===== config.mk =====
export PLATFORM = sky130hd
export DESIGN_NAME = tpc_top
export DESIGN_NICKNAME = d
export VERILOG_FILES = /design/src/rtl/tpc_pkg.sv /design/src/rtl/tpc_chan_if.sv /design/src/rtl/tpc_top.sv /design/src/rtl/tpc_sync.sv /design/src/rtl/tpc_chan.sv
export SDC_FILE = /design/constraint.sdc
export NUM_CORES = 1
export LEC_CHECK = 0
export BUFFER_PORTS_ARGS = -buffer_cell sky130_fd_sc_hd__buf_4
export CAP_MARGIN = 20
export CORE_MARGIN = 2
export CORE_UTILIZATION = 50
export DETAILED_ROUTE_END_ITERATION = 10
export GPL_ROUTABILITY_DRIVEN = 0
export PLACE_DENSITY = 0.86
export SLEW_MARGIN = 20
export SYNTH_ARGS = -nofsm -noshare
export SYNTH_HDL_FRONTEND = slang
export SYNTH_SLANG_ARGS = --single-unit
export TNS_END_PERCENT = 100

===== constraint.sdc =====
create_clock -name clock -period 2.3 [get_ports clock]
set_clock_uncertainty 0.05 [all_clocks]
set_input_delay 0.345 -clock clock [delete_from_list [all_inputs] [get_ports clock]]
set_output_delay 0.345 -clock clock [all_outputs]
set_load 0.005 [all_outputs]

===== src/rtl/tpc_pkg.sv =====
// Package: register map, field layout and roles of the pin B control block
package tpc_pkg;

    // ****************************************
    // Bus and data widths
    // ****************************************
    localparam int ADDR_W = 8;
    localparam int DATA_W = 32;
    localparam int CTRL_W = 8;
    localparam int CNT_W_DEF = 16;

    // ****************************************
    // Register byte offsets
    // ****************************************
    localparam logic [7:0] OFS_IO_CTRL_CH1 = 8'h00;
    localparam logic [7:0] OFS_IO_CTRL_CH2 = 8'h04;
    localparam logic [7:0] OFS_GEN_B_CH1 = 8'h08;
    localparam logic [7:0] OFS_GEN_B_CH2 = 8'h0C;
    localparam logic [7:0] OFS_IRQ_STATUS = 8'h10;
    localparam logic [7:0] OFS_IRQ_MASK = 8'h14;
    localparam logic [7:0] OFS_PIN_STATE = 8'h18;

    // ****************************************
    // Pin B field of the control register
    // ****************************************
    localparam int ROLE_SELECT_POS = 7;
    localparam int INITIAL_LEVEL_POS = 6;
    localparam int ACTION_HI_POS = 5;
    localparam int ACTION_LO_POS = 4;
    localparam int FIELD_LSB = 4;
    localparam int FIELD_W = 4;

    // ****************************************
    // Reset values and status layout
    // ****************************************
    localparam logic [7:0] IO_CTRL_RESET = 8'h00;
    localparam logic [3:0] IRQ_RESET = 4'h0;
    localparam int EVT_W = 4;
    localparam int EVT_CH1_MATCH = 0;
    localparam int EVT_CH1_CAPTURE = 1;
    localparam int EVT_CH2_MATCH = 2;
    localparam int EVT_CH2_CAPTURE = 3;
    localparam int SYNC_STAGES = 2;

    typedef enum logic [2:0] {
        ROLE_OFF,
        ROLE_CMP_LOW,
        ROLE_CMP_HIGH,
        ROLE_CMP_TOGGLE,
        ROLE_CAP_RISE,
        ROLE_CAP_FALL,
        ROLE_CAP_BOTH,
        ROLE_CAP_TRIG
    } tpc_role_t;

    // Field to role; channel 2 ignores the initial level bit in capture
    function automatic tpc_role_t tpc_decode(input logic [3:0] f, input logic is_ch1);
        tpc_role_t r;
        r = ROLE_OFF;
        if (!f[3]) begin
            case (f[1:0])
                2'b01: r = ROLE_CMP_LOW;
                2'b10: r = ROLE_CMP_HIGH;
                2'b11: r = ROLE_CMP_TOGGLE;
                default: r = ROLE_OFF;
            endcase
        end else if (is_ch1 && f[2]) begin
            r = ROLE_CAP_TRIG;
        end else if (f[1]) begin
            r = ROLE_CAP_BOTH;
        end else if (f[0]) begin
            r = ROLE_CAP_FALL;
        end else begin
            r = ROLE_CAP_RISE;
        end
        return r;
    endfunction

endpackage


===== src/rtl/tpc_chan_if.sv =====
// Interface between the register side and one pin B channel
`timescale 1ns/1ns
interface tpc_chan_if #(parameter int CNT_W = 16);
    logic [3:0] field;
    logic field_wr;
    logic [CNT_W-1:0] gen_b;
    logic [CNT_W-1:0] count;
    logic pin_in;
    logic trig;
    logic match;
    logic capture;
    logic pin_out;
    logic pin_oe;

    modport ctrl (
        output field, field_wr, gen_b, count, pin_in, trig,
        input match, capture, pin_out, pin_oe
    );
    modport chan (
        input field, field_wr, gen_b, count, pin_in, trig,
        output match, capture, pin_out, pin_oe
    );
endinterface


===== src/rtl/tpc_top.sv =====
// Pin B role control for timer channels 1 and 2 with register port
`timescale 1ns/1ns
module tpc_top
    import tpc_pkg::*;
#(
    parameter int CNT_W = tpc_pkg::CNT_W_DEF
) (
    input wire logic clock,
    input wire logic rst_n,
    input wire logic [tpc_pkg::ADDR_W-1:0] addr,
    input wire logic [tpc_pkg::DATA_W-1:0] wdata,
    input wire logic wr,
    input wire logic rd,
    output logic [tpc_pkg::DATA_W-1:0] rdata,
    input wire logic [CNT_W-1:0] ch1_count,
    input wire logic [CNT_W-1:0] ch2_count,
    input wire logic ch0_general_reg_c_event,
    input wire logic ch1_capture_compare_pin_b_in,
    output logic ch1_capture_compare_pin_b_out,
    output logic ch1_capture_compare_pin_b_oe,
    input wire logic ch2_capture_compare_pin_b_in,
    output logic ch2_capture_compare_pin_b_out,
    output logic ch2_capture_compare_pin_b_oe,
    output logic irq
);
    import tpc_pkg::*;

    // ****************************************
    // Elaboration checks
    // ****************************************
    if (CNT_W < 1 || CNT_W > DATA_W) begin : g_bad_width
        $error("CNT_W must lie between 1 and the data width");
    end

    // ****************************************
    // Registers and nets
    // ****************************************
    logic [CTRL_W-1:0] timer_io_control_ch1;
    logic [CTRL_W-1:0] timer_io_control_ch2;
    logic [CNT_W-1:0] ch1_general_reg_b;
    logic [CNT_W-1:0] ch2_general_reg_b;
    logic [EVT_W-1:0] irq_status;
    logic [EVT_W-1:0] irq_mask;
    logic [EVT_W-1:0] events;
    logic [1:0] pins_sync;
    logic wr_ctrl1;
    logic wr_ctrl2;
    logic wr_gen1;
    logic wr_gen2;
    logic wr_status;
    logic wr_mask;
    logic [DATA_W-1:0] next_rdata;

    tpc_chan_if #(.CNT_W(CNT_W)) ch1 ();
    tpc_chan_if #(.CNT_W(CNT_W)) ch2 ();

    // ****************************************
    // Pin synchronisers
    // ****************************************
    tpc_sync #(.W(2)) u_sync (
        .clock(clock),
        .rst_n(rst_n),
        .d({ch2_capture_compare_pin_b_in, ch1_capture_compare_pin_b_in}),
        .q(pins_sync)
    );

    // ****************************************
    // Write decode
    // ****************************************
    always_comb begin
        wr_ctrl1 = 1'b0;
        wr_ctrl2 = 1'b0;
        wr_gen1 = 1'b0;
        wr_gen2 = 1'b0;
        wr_status = 1'b0;
        wr_mask = 1'b0;
        if (!wr) begin
            wr_ctrl1 = 1'b0;
        end else if (addr == OFS_IO_CTRL_CH1) begin
            wr_ctrl1 = 1'b1;
        end else if (addr == OFS_IO_CTRL_CH2) begin
            wr_ctrl2 = 1'b1;
        end else if (addr == OFS_GEN_B_CH1) begin
            wr_gen1 = 1'b1;
        end else if (addr == OFS_GEN_B_CH2) begin
            wr_gen2 = 1'b1;
        end else if (addr == OFS_IRQ_STATUS) begin
            wr_status = 1'b1;
        end else if (addr == OFS_IRQ_MASK) begin
            wr_mask = 1'b1;
        end
    end

    // ****************************************
    // Control registers
    // ****************************************
    always_ff @(posedge clock or negedge rst_n) begin
        if (!rst_n) begin
            timer_io_control_ch1 <= IO_CTRL_RESET;
        end else if (wr_ctrl1) begin
            timer_io_control_ch1 <= wdata[CTRL_W-1:0];
        end
    end

    always_ff @(posedge clock or negedge rst_n) begin
        if (!rst_n) begin
            timer_io_control_ch2 <= IO_CTRL_RESET;
        end else if (wr_ctrl2) begin
            timer_io_control_ch2 <= wdata[CTRL_W-1:0];
        end
    end

    // Field write strobes follow the write so the channel sees the new code
    always_ff @(posedge clock or negedge rst_n) begin
        if (!rst_n) begin
            ch1.field_wr <= 1'b0;
            ch2.field_wr <= 1'b0;
        end else begin
            ch1.field_wr <= wr_ctrl1;
            ch2.field_wr <= wr_ctrl2;
        end
    end

    // ****************************************
    // General registers B
    // ****************************************
    // Capture wins over a software write in the same cycle
    always_ff @(posedge clock or negedge rst_n) begin
        if (!rst_n) begin
            ch1_general_reg_b <= '0;
        end else if (ch1.capture) begin
            ch1_general_reg_b <= ch1_count;
        end else if (wr_gen1) begin
            ch1_general_reg_b <= wdata[CNT_W-1:0];
        end
    end

    always_ff @(posedge clock or negedge rst_n) begin
        if (!rst_n) begin
            ch2_general_reg_b <= '0;
        end else if (ch2.capture) begin
            ch2_general_reg_b <= ch2_count;
        end else if (wr_gen2) begin
            ch2_general_reg_b <= wdata[CNT_W-1:0];
        end
    end

    // ****************************************
    // Channel wiring
    // ****************************************
    assign ch1.field = timer_io_control_ch1[FIELD_LSB +: FIELD_W];
    assign ch1.gen_b = ch1_general_reg_b;
    assign ch1.count = ch1_count;
    assign ch1.pin_in = pins_sync[0];
    assign ch1.trig = ch0_general_reg_c_event;

    assign ch2.field = timer_io_control_ch2[FIELD_LSB +: FIELD_W];
    assign ch2.gen_b = ch2_general_reg_b;
    assign ch2.count = ch2_count;
    assign ch2.pin_in = pins_sync[1];
    assign ch2.trig = 1'b0;

    tpc_chan #(.IS_CH1(1'b1)) u_ch1 (
        .clock(clock),
        .rst_n(rst_n),
        .ch(ch1.chan)
    );

    tpc_chan #(.IS_CH1(1'b0)) u_ch2 (
        .clock(clock),
        .rst_n(rst_n),
        .ch(ch2.chan)
    );

    assign ch1_capture_compare_pin_b_out = ch1.pin_out;
    assign ch1_capture_compare_pin_b_oe = ch1.pin_oe;
    assign ch2_capture_compare_pin_b_out = ch2.pin_out;
    assign ch2_capture_compare_pin_b_oe = ch2.pin_oe;

    // ****************************************
    // Interrupt status and mask
    // ****************************************
    always_comb begin
        events = '0;
        events[EVT_CH1_MATCH] = ch1.match;
        events[EVT_CH1_CAPTURE] = ch1.capture;
        events[EVT_CH2_MATCH] = ch2.match;
        events[EVT_CH2_CAPTURE] = ch2.capture;
    end

    // Set wins over a write-one clear in the same cycle
    always_ff @(posedge clock or negedge rst_n) begin
        if (!rst_n) begin
            irq_status <= IRQ_RESET;
        end else if (wr_status) begin
            irq_status <= (irq_status & ~wdata[EVT_W-1:0]) | events;
        end else begin
            irq_status <= irq_status | events;
        end
    end

    always_ff @(posedge clock or negedge rst_n) begin
        if (!rst_n) begin
            irq_mask <= IRQ_RESET;
        end else if (wr_mask) begin
            irq_mask <= wdata[EVT_W-1:0];
        end
    end

    // Registered from the next status so it tracks the masked status bits exactly
    always_ff @(posedge clock or negedge rst_n) begin
        if (!rst_n) begin
            irq <= 1'b0;
        end else if (wr_status) begin
            irq <= |(((irq_status & ~wdata[EVT_W-1:0]) | events) & irq_mask);
        end else if (wr_mask) begin
            irq <= |((irq_status | events) & wdata[EVT_W-1:0]);
        end else begin
            irq <= |((irq_status | events) & irq_mask);
        end
    end

    // ****************************************
    // Read path
    // ****************************************
    always_comb begin
        next_rdata = '0;
        if (!rd) begin
            next_rdata = '0;
        end else if (addr == OFS_IO_CTRL_CH1) begin
            next_rdata[CTRL_W-1:0] = timer_io_control_ch1;
        end else if (addr == OFS_IO_CTRL_CH2) begin
            next_rdata[CTRL_W-1:0] = timer_io_control_ch2;
        end else if (addr == OFS_GEN_B_CH1) begin
            next_rdata[CNT_W-1:0] = ch1_general_reg_b;
        end else if (addr == OFS_GEN_B_CH2) begin
            next_rdata[CNT_W-1:0] = ch2_general_reg_b;
        end else if (addr == OFS_IRQ_STATUS) begin
            next_rdata[EVT_W-1:0] = irq_status;
        end else if (addr == OFS_IRQ_MASK) begin
            next_rdata[EVT_W-1:0] = irq_mask;
        end else if (addr == OFS_PIN_STATE) begin
            next_rdata[5:0] = {ch2.pin_oe, ch2.pin_out, pins_sync[1],
                               ch1.pin_oe, ch1.pin_out, pins_sync[0]};
        end
    end

    always_ff @(posedge clock or negedge rst_n) begin
        if (!rst_n) begin
            rdata <= '0;
        end else begin
            rdata <= next_rdata;
        end
    end
endmodule


===== src/rtl/tpc_sync.sv =====
// Two flip-flop synchroniser for pin inputs
`timescale 1ns/1ns
module tpc_sync #(
    parameter int W = 1
) (
    input wire logic clock,
    input wire logic rst_n,
    input wire logic [W-1:0] d,
    output logic [W-1:0] q
);
    logic [W-1:0] meta;

    always_ff @(posedge clock or negedge rst_n) begin
        if (!rst_n) begin
            meta <= '0;
            q <= '0;
        end else begin
            meta <= d;
            q <= meta;
        end
    end
endmodule


===== src/rtl/tpc_chan.sv =====
// One channel: compare match pin action and capture event detection
`timescale 1ns/1ns
module tpc_chan #(
    parameter bit IS_CH1 = 1'b0
) (
    input wire logic clock,
    input wire logic rst_n,
    tpc_chan_if.chan ch
);
    import tpc_pkg::*;

    tpc_role_t role;
    logic is_cmp;
    logic equal;
    logic equal_d;
    logic pin_d;
    logic rise;
    logic fall;

    always_comb begin
        role = tpc_decode(ch.field, IS_CH1);
        is_cmp = (role == ROLE_CMP_LOW) || (role == ROLE_CMP_HIGH) ||
                 (role == ROLE_CMP_TOGGLE);
        equal = (ch.count == ch.gen_b);
        rise = ch.pin_in & ~pin_d;
        fall = ~ch.pin_in & pin_d;
    end

    // Match fires once when the counter arrives at the register value
    assign ch.match = is_cmp & equal & ~equal_d;

    assign ch.capture = (rise & (role == ROLE_CAP_RISE)) |
                        (fall & (role == ROLE_CAP_FALL)) |
                        ((rise | fall) & (role == ROLE_CAP_BOTH)) |
                        (ch.trig & (role == ROLE_CAP_TRIG));

    always_ff @(posedge clock or negedge rst_n) begin
        if (!rst_n) begin
            equal_d <= 1'b0;
            pin_d <= 1'b0;
        end else begin
            equal_d <= equal;
            pin_d <= ch.pin_in;
        end
    end

    always_ff @(posedge clock or negedge rst_n) begin
        if (!rst_n) begin
            ch.pin_out <= 1'b0;
        end else if (ch.field_wr && is_cmp) begin
            ch.pin_out <= ch.field[INITIAL_LEVEL_POS-FIELD_LSB];
        end else if (ch.match) begin
            case (role)
                ROLE_CMP_LOW: ch.pin_out <= 1'b0;
                ROLE_CMP_HIGH: ch.pin_out <= 1'b1;
                ROLE_CMP_TOGGLE: ch.pin_out <= ~ch.pin_out;
                default: ch.pin_out <= ch.pin_out;
            endcase
        end
    end

    always_ff @(posedge clock or negedge rst_n) begin
        if (!rst_n) begin
            ch.pin_oe <= 1'b0;
        end else begin
            ch.pin_oe <= is_cmp;
        end
    end
endmodule


=== Word level (Yosys, flattened, before mapping) ===
Cells that the tools add are included.

* Register bits: 87
* Bits of input ports: 79
* Output and inout port bits: 37
* Logic and storage cells: 164

* Equality and inequality tests: 27
* Muxes and demuxes: 62
* Bitwise operators: 37
* Reductions and logical operators: 18

{| class="wikitable"
|+ Operator list
! operator !! count
|-
| two-way mux 16 bit || 6
|-
| two-way mux 1 bit || 35
|-
| == test 16 bit || 2
|-
| two-way mux 8 bit || 4
|-
| == test 8 x 5 -> 1 bit, second input constant || 3
|-
| == test 3 bit, second input constant || 7
|-
| AND 4 bit || 4
|-
| == test 8 x 4 -> 1 bit, second input constant || 2
|-
| AND 1 bit || 15
|-
| two-way mux 3 bit || 5
|-
| == test 3 x 2 -> 1 bit, second input constant || 4
|-
| two-way mux 4 bit || 3
|-
| two-way mux 6 bit || 2
|-
| one-hot mux 2 bit (3 select lines) || 2
|-
| OR reduction 4 bit || 3
|-
| two-way mux 10 bit || 1
|-
| == test 2 bit, second input constant || 4
|-
| == test 8 x 3 -> 1 bit, second input constant || 1
|-
| logical NOT 8 bit || 1
|-
| inverter 1 bit || 8
|-
| OR 4 bit || 2
|-
| nonzero test 2 bit || 4
|-
| nonzero test 4 bit || 2
|-
| OR 1 bit || 7
|-
| other kinds (8) || 17
|}

=== Logic depth before layout (Yosys ltp) ===
Gate-level depths: netlist (run 1).

* Word-level depth: 14
* Gate-level depth with buffers: 9
* Depth with buffers taken out: 8

=== By module ===
Synthesis (run 1) repeated with hierarchy kept, for this count alone.

* Cell total of the unflattened synthesis: 472
* Area total of the unflattened synthesis: 4804.6 µm²

{| class="wikitable"
|+ Modules (own cells, without submodules)
! module !! times used !! cells each !! area an instance (µm²) !! seq. area each (µm²)
|-
| tpc_top || 1 || 382 || 3883.7 || 1876.8
|-
| tpc_chan (u_ch1) || 1 || 44 || 414.1 || 100.1
|-
| tpc_chan (u_ch2) || 1 || 42 || 406.6 || 100.1
|-
| tpc_sync || 1 || 4 || 100.1 || 100.1
|}

=== Worst setup path after synthesis (run 1) ===
Ideal clock, no wire load.

* Path type: input to register
* Start: input port addr[5] in the netlist's numbering
* End: register irq
* Library setup time: 126 ps
* Arrival: 2013 ps
* Required time: 2124 ps
* Slack: 111 ps
* Cell stages on the path: 7
* Cells stage by stage: or4b_1 > buf_2 > nor3_4 > mux2_2 > a21bo_2 > o211ai_1 > o32a_1

* Longest elaborated chain between the ends: 10
* Elaborated cells between the ends (all ways): 21
* Classes of those cells: eq/ne (5); mux (15); reduce/logical (1)

{| class="wikitable"
|+ Ends and longest elaborated chain
! what !! line !! source
|-
| from (decl) || tpc_top.sv:10 || <nowiki>input wire logic [tpc_pkg::ADDR_W-1:0] addr,</nowiki>
|-
| == test 8 x 5 -> 1 bit || tpc_top.sv:89 || <nowiki>end else if (addr == OFS_IRQ_MASK) begin</nowiki>
|-
| two-way mux 1 bit || tpc_top.sv:89 ||
|-
| two-way mux 1 bit || tpc_top.sv:87 || <nowiki>end else if (addr == OFS_IRQ_STATUS) begin</nowiki>
|-
| two-way mux 1 bit || tpc_top.sv:85 || <nowiki>end else if (addr == OFS_GEN_B_CH2) begin</nowiki>
|-
| two-way mux 1 bit || tpc_top.sv:83 || <nowiki>end else if (addr == OFS_GEN_B_CH1) begin</nowiki>
|-
| two-way mux 1 bit || tpc_top.sv:81 || <nowiki>end else if (addr == OFS_IO_CTRL_CH2) begin</nowiki>
|-
| two-way mux 1 bit || tpc_top.sv:79 || <nowiki>end else if (addr == OFS_IO_CTRL_CH1) begin</nowiki>
|-
| two-way mux 1 bit || tpc_top.sv:77 || <nowiki>if (!wr) begin</nowiki>
|-
| two-way mux 1 bit || tpc_top.sv:216 || <nowiki>end else if (wr_mask) begin</nowiki>
|-
| two-way mux 1 bit (*) || tpc_top.sv:214 || <nowiki>end else if (wr_status) begin</nowiki>
|-
| to (signal assigned) || tpc_top.sv:215 || <nowiki>irq <= |(((irq_status & ~wdata[EVT_W-1:0]) | events) & irq_mask);</nowiki>
|-
| to (signal assigned) || tpc_top.sv:217 || <nowiki>irq <= |((irq_status | events) & wdata[EVT_W-1:0]);</nowiki>
|-
| to (signal assigned) || tpc_top.sv:219 || <nowiki>irq <= |((irq_status | events) & irq_mask);</nowiki>
|-
| to (decl) || tpc_top.sv:24 || <nowiki>output logic irq</nowiki>
|}

Mark *: on every way between the ends. The rest lies on a longest branch, timed or not.
A chain may end at the register's enable or synchronous reset.

=== Worst setup path in the final report (run 1) ===
* Start: register ch1_general_reg_b[15] (netlist: ch1.gen_b[15])
* End: register irq

* Longest elaborated chain between the ends: 8
* Elaborated cells between the ends (all ways): 13
* Classes of those cells: eq/ne (1); mux (2); bitwise (7); reduce/logical (3)

{| class="wikitable"
|+ Ends and longest elaborated chain
! what !! line !! source
|-
| from (decl) || tpc_top.sv:40 || <nowiki>logic [CNT_W-1:0] ch1_general_reg_b;</nowiki>
|-
| from (signal assigned) || tpc_top.sv:132 || <nowiki>ch1_general_reg_b <= ch1_count;</nowiki>
|-
| from (signal assigned) || tpc_top.sv:134 || <nowiki>ch1_general_reg_b <= wdata[CNT_W-1:0];</nowiki>
|-
| == test 16 bit (*) || tpc_chan.sv:24 || <nowiki>equal = (ch.count == ch.gen_b);</nowiki>
|-
| AND 1 bit (*) (2 in series) || tpc_chan.sv:30 || <nowiki>assign ch.match = is_cmp & equal & ~equal_d;</nowiki>
|-
| OR 4 bit || tpc_top.sv:217, tpc_top.sv:219 ||
|-
| AND 4 bit, on equally long branches || tpc_top.sv:219, tpc_top.sv:217 ||
|-
| OR reduction 4 bit, on equally long branches || tpc_top.sv:219, tpc_top.sv:217 ||
|-
| two-way mux 1 bit || tpc_top.sv:216 ||
|-
| two-way mux 1 bit (*) || tpc_top.sv:214 ||
|}

Marks and branches as above.

==> results of run 1 <==
==> power groups by stage <==
| stage | Combinational [mW] | Clock (mW) | Sequential [mW] |
|---|---|---|---|
| finish | 0.759 | 1.19 | 1.98 |
| floorplan | 0.502 | 0 | 1.93 |
| CTS | 0.757 | 1.19 | 1.98 |
| global placement | 0.705 | 0 | 1.99 |
| global route | 0.839 | 1.24 | 2.01 |
| detailed placement | 0.741 | 0 | 2.01 |
==> path summary, 6_finish.rpt <==
path / end / cells after the start
setup / recovery: irq / 6
hold / removal: u_sync.meta[1] / 1
setup reg to reg: irq / 6
hold reg to reg: u_sync.q[0] / 0
max in group asynchronous: ch1.gen_b[9] / 3
min in group asynchronous: u_sync.q[1] / 2
==> synthesized netlist by cell type, drive strengths merged (8+ instances only) <==
cell and count:
xnor2 16, nand2 23, o21ai 10, xor2 16
inv 17, nor2b 8, mux2 19, clkbuf 10
mux2i 42, a21oi 44, a22o 10, nor2 52
buf 22, dfrtp 87
==> registers in the layout, summed over array words and instances, names as in the netlist, 2 cells and up <==
signal,count
u_sync.q,2
ch2.gen_b,16
timer_io_control_ch1,8
irq_mask,4
u_sync.meta,2
ch1.gen_b,16
rdata,16
irq_status,4
timer_io_control_ch2,8
==> per-stage QoR <==
stage               worst slack, ns  hold WS (ns)  cell area (um2)    util  total power, mW
floorplan                    0.1108    -0.0005911             4656       -            2.431
global placement            0.02967        0.2853             5345  0.6070            2.695
detailed placement          0.01035        0.2873             5345  0.6070            2.749
CTS                          0.1432       0.03375             5578  0.6334            3.923
global route                0.05327       0.03138             5578  0.6334            4.088
finish                       0.1142       0.03635             5578  0.6334            3.935
==> cell type report <==
class	instances	area, um2	area share
clock buffers	11	141.4	0.02535
inverters	17	63.81	0.01144
clock inverters	5	81.33	0.01458
well taps	108	135.1	0.02423
repair buffers	101	773.2	0.1386
flip-flops and latches	87	2177	0.3903
multi-input cells	317	2206	0.3955
==> kinds of logic (layout without fill, tap and decap cells) <==
group | count (synthesis) | after routing | synth area share
AND/OR/NAND/NOR | 114 | 114 | 0.1273
multiplexers | 61 | 61 | 0.1379
AO/OA/AOI/OAI | 90 | 90 | 0.1295
other | 1 | 16 | 0.0008153
flip-flops | 87 | 87 | 0.4733
adder cells (fa/ha/maj) | 4 | 4 | 0.01088
buffers and inverters | 49 | 134 | 0.05931
XOR/XNOR | 32 | 32 | 0.06093
==> cell usage in the layout, fill, tap and decap left out, types with 5 or more instances in the layout <==
master	n
a22o_2	7
nor2_1	49
clkbuf_8	10
nor2b_1	8
inv_1	17
mux2i_1	42
a21oi_1	42
mux2_2	19
conb_1	16
buf_4	99
nand4_1	5
nor4_1	6
nand2_1	22
xnor2_1	16
a22oi_1	5
dfrtp_1	87
o21ai_0	10
xor2_1	16
==> routing by layer <==
layer	wire (um)	global-route usage	share of wire
met1	4895	0.3237	0.41
met2	6086	0.4252	0.51
met3	720	0.02994	0.060
met4	337	0.1064	0.028
met5	0	0	0
==> worst max-delay path: stages, from the launching register on <==
cell and delay [ns]:
dfrtp_1 0.41, xor2_1 0.18, nor4_1 0.35, nand4_1 0.21
or3_1 0.49, a21boi_0 0.26, o32a_1 0.17
==> repair_timing <==
action / in CTS / in global routing
hold buffers: 1 / 0
buffers inserted: 0 / 0
hold endpoints to repair: 44 / 0
==> results.py, run 1 <==
metrics = {
    "status": {
        "status": "finished clean",
    },
    "clocking": {
        "cts-resized-gates": 0,
        "cts_buffers": 9,
        "tritoncts": "built",
        "h-tree-depth": 3,
        "cts.sinks": 87,
        "root_buffer": "clkbuf_8",
        "clk_path_buf_depth": 2,
        "clk_pin_slew_ns": 0.08,
        "clock_latency_ns": 0.37,
    },
    "logic_synthesis": {
        "seq_area_frac_synth": 0.4733,
        "synth_seq_cells": 87,
        "ys.flop_type": "dfrtp_1",
        "yosysWarnings": 0,
        "synthesis.area_um2": 4599,
        "yosys-top-cells-area": "dfrtp_1 (47%), mux2i_1 (9.1%), mux2_2 (4.7%), a21oi_1 (4.6%), nor2_1 (4.0%)",
        "synth_top_cell_by_area": "dfrtp_1",
        "synth_edf_count": 0,
        "async_flop_share": 1.000,
        "synth_top_area_share": 0.4733,
        "syn_inst": 438,
        "synth_area_per_cell_um2": 10.50,
        "synth_cell_types": 53,
    },
    "critical_path": {
        "crit_required_ns": 2.55,
        "startpoint": "ch1.gen_b[15]",
        "arrival_ns": 2.44,
        "startpoint_type": "flip-flop",
        "r2r_start": "ch1.gen_b[15]",
        "end_kind": "flip-flop",
        "r2r_slack_ns": 0.11,
        "critPathMaxFanout": 5,
        "critPathKind": "flip-flop to flip-flop",
    },
    "die": {
        "die_y_um": 99.91,
        "die_area_um2": 9982,
        "core-area_um2": 8806,
        "rows": 34,
        "die_w_um": 99.91,
        "io_pins": 116,
        "initial_core_util": 0.5223,
    },
    "finish": {
        "syn2layout_area_growth_pct": 21.27,
        "nFillCells": 680,
        "nets": 616,
        "final_cells": 646,
        "drive_above_1_share": 0.2900,
        "antenna_cells": 0,
    },
    "detailed_routing": {
        "wire_per_inst_um": 18.64,
        "drt_iter0_drc": 404,
        "drtAntennaViolNets": 0,
        "first_pass_iters": 7,
        "via_per_inst": 5.786,
        "drt-total-wl_mm": 12.04,
        "dr_total_vias": 3738,
        "drc": 0,
    },
    "power": {
        "p_per_area_nw_per_um2": 705.5,
        "p_leak_nw": 2.848,
        "internal-power_mw": 2.780,
        "switching_power_mw": 1.155,
        "p_sw_frac": 0.2935,
        "clkPwrFrac": 0.303,
        "p_seq_frac": 0.504,
        "irDropWorstVdd_uv": 338.2,
        "p_comb_frac": 0.193,
    },
    "global_routing": {
        "grt_first_pass_wirelength_mm": 19.11,
        "grt_overflow": 0,
        "grt_pass1_vias": 3802,
        "grt_use_total": 0.2495,
        "antenna_found_initial": 0,
        "grt_max_degree": 48,
    },
    "timing": {
        "period_minus_slack_ns": 2.186,
        "tightest_slew_ns": 0.6820,
        "fmax_mhz": 457.5,
        "post-route-period-util": 0.9503,
        "slew_violations": 0,
        "hold_viol": 0,
        "setup_viol": 0,
        "setup_tns_ns": 0,
        "rsz0062_at_grt": "no",
        "relSlewSlack": 0.5389,
    },
    "worst_hold_path": {
        "hold_start": "ch2_capture_compare_pin_b_in",
        "hold_path_class": "input pin to flip-flop",
    },
    "placed_design": {
        "dpl.hpwl_mm": 9.031,
        "io_buffer_count": 83,
        "placed_cells": 629,
    },
    "run": {
        "timing.max_cap.violations": 0,
    },
}
No activity file was read; power rests on OpenSTA's default activity.
==> run 2, diff against run 1 <==
--- a/config.mk
+++ b/config.mk
@@ -11,7 +11,7 @@
 export CORE_UTILIZATION = 50
 export DETAILED_ROUTE_END_ITERATION = 10
 export GPL_ROUTABILITY_DRIVEN = 0
-export PLACE_DENSITY = 0.86
+export PLACE_DENSITY_LB_ADDON = 0.12
 export SLEW_MARGIN = 20
 export SYNTH_ARGS = -nofsm -noshare
 export SYNTH_HDL_FRONTEND = slang
==> results.py, run 2 (same netlist as run 1, synthesis figures left out) <==
metrics = {
    "status": {
        "status": "finished clean",
    },
    "clocking": {
        "clk_path_buf_depth": 2,
        "root_buffer": "clkbuf_8",
        "tritoncts": "built",
        "clk_pin_slew_ns": 0.09,
        "cts_buffers": 9,
        "h-tree-depth": 3,
        "clock_latency_ns": 0.36,
        "cts.sinks": 87,
    },
    "detailed_routing": {
        "drt-total-wl_mm": 11.68,
        "dr_total_vias": 3597,
        "drtAntennaViolNets": 0,
        "drt_iter0_drc": 198,
        "drc": 0,
        "via_per_inst": 5.577,
        "wire_per_inst_um": 18.11,
        "first_pass_iters": 5,
    },
    "critical_path": {
        "arrival_ns": 2.39,
        "r2r_start": "ch1.gen_b[5]",
        "end_kind": "flip-flop",
        "critPathKind": "flip-flop to flip-flop",
        "r2r-end": "u_ch1.ch.pin_out",
        "startpoint_type": "flip-flop",
        "r2r_slack_ns": 0.13,
        "critPathMaxFanout": 5,
        "crit_required_ns": 2.52,
        "r2r_cells": 6,
        "startpoint": "ch1.gen_b[5]",
        "crit_end": "u_ch1.ch.pin_out",
    },
    "die": {
        "io_pins": 116,
        "die_area_um2": 9982,
        "core-area_um2": 8806,
        "initial_core_util": 0.5223,
        "rows": 34,
        "die_w_um": 99.91,
        "die_y_um": 99.91,
    },
    "finish": {
        "final_cells": 645,
        "drive_above_1_share": 0.2942,
        "design_area_um2": 5589,
        "mostFrequentLayoutCells": "buf_4 (98), dfrtp_1 (87), nor2_1 (49), mux2i_1 (42), a21oi_1 (42)",
        "nFillCells": 723,
        "syn2layout_area_growth_pct": 21.52,
        "layout_commonest_cell": "buf_4",
        "nets": 616,
        "antenna_cells": 0,
    },
    "power": {
        "irDropWorstVdd_uv": 336.0,
        "total_power_mw": 3.876,
        "p_leak_nw": 2.849,
        "p_sw_frac": 0.2917,
        "switching_power_mw": 1.131,
        "clkPwrFrac": 0.297,
        "p_comb_frac": 0.191,
        "internal-power_mw": 2.745,
        "p_seq_frac": 0.512,
        "p_per_area_nw_per_um2": 693.4,
    },
    "global_routing": {
        "grt_overflow": 0,
        "antenna_found_initial": 0,
        "met3_usage": 0.04596,
        "grt_use_met1": 0.3609,
        "grtUsageMet2": 0.3773,
        "grt_max_degree": 38,
        "busiest_layer": "met2",
        "grt_use_total": 0.2482,
        "grt_first_pass_wirelength_mm": 18.86,
        "grt_pass1_vias": 3558,
    },
    "timing": {
        "fin_ws_ns": 0.1275,
        "period_minus_slack_ns": 2.173,
        "slew_violations": 0,
        "post-route-period-util": 0.9446,
        "hold_viol": 0,
        "relSlewSlack": 0.6098,
        "setup_tns_ns": 0,
        "fmax_mhz": 460.3,
        "rsz0062_at_grt": "no",
        "tightest_slew_ns": 0.5772,
        "setup_viol": 0,
    },
    "run": {
        "timing.max_cap.violations": 0,
    },
    "placed_design": {
        "place_ws_ns": -0.001660,
        "placed_cells": 629,
        "io_buffer_count": 83,
        "placed_cell_area_um2": 5358,
        "dpl.hpwl_mm": 8.921,
    },
    "worst_hold_path": {
        "hold_depth": 1,
        "hold_path_class": "input pin to flip-flop",
    },
}
run 2: layout make-up:
type                            count  area, um2  share of cell area
Multi-Input combinational cell    317       2217              0.3967
Sequential cell                    87       2177              0.3895
Clock inverter                      6      86.33             0.01545
Inverter                           17      63.81             0.01142
Tap cell                          108      135.1             0.02418
Clock buffer                        9      123.9             0.02216
Timing Repair Buffer              101      785.8              0.1406
run 2: critical path, cell delays in order (launching register included):
cell and delay [ns]:
dfrtp_1 0.44, xor2_1 0.16, nor4_1 0.35, nand4_1 0.24, or3_4 0.47, o31a_1 0.28, o21ai_0 0.08
run 2: layer usage:
metal / up-vias / share of wire
li1: 1696 / -
met1: 1742 / 0.43
met2: 141 / 0.47
met3: 18 / 0.085
met4: 0 / 0.018
met5: - / 0
run 2: worst min path at each step:
stage	startpoint	endpoint	slack, ns
after global placement	u_sync.meta[1]	u_sync.q[1]	0.29
after CTS	ch2_capture_compare_pin_b_in	u_sync.meta[1]	0.03
after floorplan	rst_n	ch1.field_wr	-0.0006
final	ch2_capture_compare_pin_b_in	u_sync.meta[1]	0.04
after detailed placement	u_sync.meta[0]	u_sync.q[0]	0.29
after global routing	ch2_capture_compare_pin_b_in	u_sync.meta[1]	0.02
run 2: timing repair:
| action | CTS | global route |
|---|---|---|
| endpoints found under the hold margin | 35 | 0 |
| hold buffers | 1 | 0 |
| resized for setup | 0 | 2 |
| endpoints found under the setup margin | 0 | 2 |
| buffers inserted | 0 | 0 |
run 2: through the flow:
| stage | util | hold slack, ns |
|---|---|---|
| 2_1_floorplan | - | -0.0005911 |
| 6_report | 0.6347 | 0.04207 |
| 3_3_place_gp | 0.6084 | 0.2862 |
| 4_1_cts | 0.6334 | 0.02992 |
| 5_1_grt | 0.6347 | 0.02305 |
| 3_5_place_dp | 0.6084 | 0.2858 |
run 2: power by group through the flow:
stage	Sequential, mW	Clock [mW]	Combinational, mW
final	1.99	1.15	0.740
after detailed placement	2.02	0	0.738
after floorplan	1.93	0	0.502
after global placement	2.00	0	0.716
after CTS	1.98	1.17	0.742
after global routing	2.02	1.24	0.830
==> run 3, diff against run 2 <==
--- a/config.mk
+++ b/config.mk
@@ -5,6 +5,7 @@
 export SDC_FILE = /design/constraint.sdc
 export NUM_CORES = 1
 export LEC_CHECK = 0
+export ABC_AREA = 1
 export BUFFER_PORTS_ARGS = -buffer_cell sky130_fd_sc_hd__buf_4
 export CAP_MARGIN = 20
 export CORE_MARGIN = 2
==> results.py, run 3 <==
metrics = {
    "status": {
        "status": "finished clean",
    },
    "die": {
        "core-area_um2": 9284,
        "rows": 35,
        "die_y_um": 102.0,
        "io_pins": 116,
        "initial_core_util": 0.5171,
        "die_area_um2": 10400,
        "die_w_um": 102.0,
    },
    "critical_path": {
        "r2r-end": "irq",
        "r2r_slack_ns": 0.27,
        "arrival_ns": 2.24,
        "r2r_cells": 12,
        "critPathKind": "flip-flop to flip-flop",
        "startpoint_type": "flip-flop",
        "critPathMaxFanout": 10,
        "crit_required_ns": 2.51,
        "end_kind": "flip-flop",
        "r2r_start": "u_sync.q[1]",
    },
    "logic_synthesis": {
        "synth_common_cells": "nand2_1 (166), inv_1 (90), dfrtp_1 (87)",
        "async_flop_share": 1.000,
        "yosysWarnings": 0,
        "yosys-top-cells-area": "dfrtp_1 (45%), nand2_1 (13%), inv_1 (7.0%), o21ai_0 (3.9%), nand3_1 (3.4%)",
        "synth_cell_types": 42,
        "syn_inst": 622,
        "synth_top_cell_by_area": "dfrtp_1",
        "synthesis.area_um2": 4801,
        "synth_seq_cells": 87,
        "synth_area_per_cell_um2": 7.718,
        "seq_area_frac_synth": 0.4535,
        "ys.flop_type": "dfrtp_1",
        "yosysMostFrequentCell": "nand2_1",
        "synth_edf_count": 0,
        "synth_top_area_share": 0.4535,
    },
    "clocking": {
        "clk_path_buf_depth": 2,
        "cts.sinks": 87,
        "root_buffer": "clkbuf_8",
        "hold_buffers": 1,
        "tritoncts": "built",
        "clock_latency_ns": 0.37,
        "h-tree-depth": 3,
        "cts-resized-gates": 0,
        "clk_pin_slew_ns": 0.09,
        "post_cts_buffers": 0,
        "cts_buffers": 9,
    },
    "timing": {
        "rsz0062_at_grt": "no",
        "tightest_slew_ns": 0.5983,
        "post-route-period-util": 0.8827,
        "hold_viol": 0,
        "fmax_mhz": 492.5,
        "setup_tns_ns": 0,
        "setup_viol": 0,
        "relSlewSlack": 0.6011,
        "period_minus_slack_ns": 2.030,
        "slew_violations": 0,
    },
    "worst_hold_path": {
        "hold_start": "ch2_capture_compare_pin_b_in",
        "hold_depth": 1,
        "whs_endpoint": "u_sync.meta[1]",
        "hold_path_class": "input pin to flip-flop",
    },
    "global_routing": {
        "grt_overflow": 0,
        "grt_pass1_vias": 4407,
        "grt_first_pass_wirelength_mm": 21.67,
        "antenna_found_initial": 0,
        "grt_max_degree": 45,
        "grt_use_total": 0.2716,
    },
    "detailed_routing": {
        "drt-total-wl_mm": 13.32,
        "drtAntennaViolNets": 0,
        "drc": 0,
        "drt_iter0_drc": 277,
        "via_per_inst": 5.379,
        "first_pass_iters": 5,
        "wire_per_inst_um": 15.75,
        "dr_total_vias": 4551,
    },
    "finish": {
        "drive_above_1_share": 0.1897,
        "syn2layout_area_growth_pct": 19.65,
        "nFillCells": 845,
        "nets": 795,
        "mostFrequentLayoutCells": "nand2_1 (166), buf_4 (93), inv_1 (90), dfrtp_1 (87), nor2_1 (40)",
        "layout_commonest_cell": "nand2_1",
        "antenna_cells": 0,
        "final_cells": 846,
    },
    "placed_design": {
        "dpl.hpwl_mm": 10.11,
        "placed_cells": 829,
        "io_buffer_count": 83,
    },
    "power": {
        "p_per_area_nw_per_um2": 637.5,
        "irDropWorstVdd_uv": 303.9,
        "p_leak_nw": 3.003,
    },
    "run": {
        "timing.max_cap.violations": 0,
    },
}
[run 3: changes by cell type after synthesis, moves of 9 or more]
cell | before | now
a21oi_1 | 42 | 26
inv_1 | 17 | 90
mux2_2 | 19 | 0
mux2i_1 | 42 | 0
nand2_1 | 22 | 166
nand3_1 | 4 | 33
nor2_1 | 49 | 40
o21ai_0 | 10 | 37
o21ai_1 | 0 | 14
o221ai_1 | 3 | 17
o22ai_1 | 0 | 12
xnor2_1 | 16 | 0
xor2_1 | 16 | 7
[run 3: power breakdown]
group          internal [mW]  leakage [nW]  total [mW]  switching, mW
registers               1.70          1.09        1.85          0.145
logic                  0.294          1.81       0.714          0.420
clock network          0.533         0.103        1.10          0.570
total                   2.53          3.00        3.66           1.13
[run 3: critical path, cell delays in order, from the launching register on]
cell and delay, ns:
dfrtp_1 0.38, inv_1 0.09, ha_1 0.19, nand2_1 0.07, nand3b_1 0.09, nand2_1 0.37, nand2_1 0.18, a31oi_1 0.21
nand2_1 0.07, inv_1 0.06, nand3_1 0.07, nand2_1 0.07, inv_1 0.03
[run 3: cell type report]
class | count | area (um2) | share of cell area
multi-input combinational | 419 | 2101 | 0.3657
timing repair buffer | 95 | 728.2 | 0.1268
sequential | 87 | 2177 | 0.3790
tap | 129 | 161.4 | 0.02810
inverter | 100 | 377.9 | 0.06578
clock buffer | 11 | 141.4 | 0.02461
clock inverter | 5 | 57.56 | 0.01002
[run 3: worst max-delay path by stage]
stage / start / end / slack, ns / cells past startpoint
after detailed placement: addr[4] / ch2.gen_b[13] / 0.23 / 10
after CTS: u_sync.q[1] / ch2.gen_b[14] / 0.26 / 9
final: u_sync.q[1] / irq / 0.27 / 12
after global placement: addr[4] / ch2.gen_b[13] / 0.31 / 10
after floorplan: u_sync.q[0] / ch1.gen_b[0] / 0.71 / 11
after global routing: u_sync.q[1] / irq / 0.03 / 12
[run 3: metal layers]
layer / wire [um] / up-vias / track usage
met4: 180 / 0 / 0.09128
li1: - / 2158 / -
met3: 921 / 18 / 0.04036
met5: 0 / - / 0
met2: 6568 / 186 / 0.4489
met1: 5650 / 2189 / 0.3684
[run 3: logic make-up (layout without fill, tap and decap cells)]
kind of cell | after synthesis | in the layout | share of synthesized area
other cells | 1 | 16 | 0.0007811
buf+inv | 131 | 211 | 0.1207
xor+xnor | 7 | 7 | 0.01277
fa+ha+maj | 4 | 4 | 0.01043
simple gates | 271 | 271 | 0.2507
flops | 87 | 87 | 0.4535
compound gates | 121 | 121 | 0.1512
[run 3: metrics by stage]
step / power, mW / setup slack (ns) / hold WS (ns) / area, um2 / util
final: 3.662 / 0.2697 / 0.03549 / 5744 / 0.6187
after floorplan: 2.291 / 0.7074 / -0.0005911 / 4857 / -
after global routing: 3.868 / 0.02978 / 0.01830 / 5744 / 0.6187
after CTS: 3.674 / 0.2637 / 0.03066 / 5744 / 0.6187
after detailed placement: 2.581 / 0.2263 / 0.2971 / 5535 / 0.5962
after global placement: 2.547 / 0.3110 / 0.2845 / 5535 / 0.5962
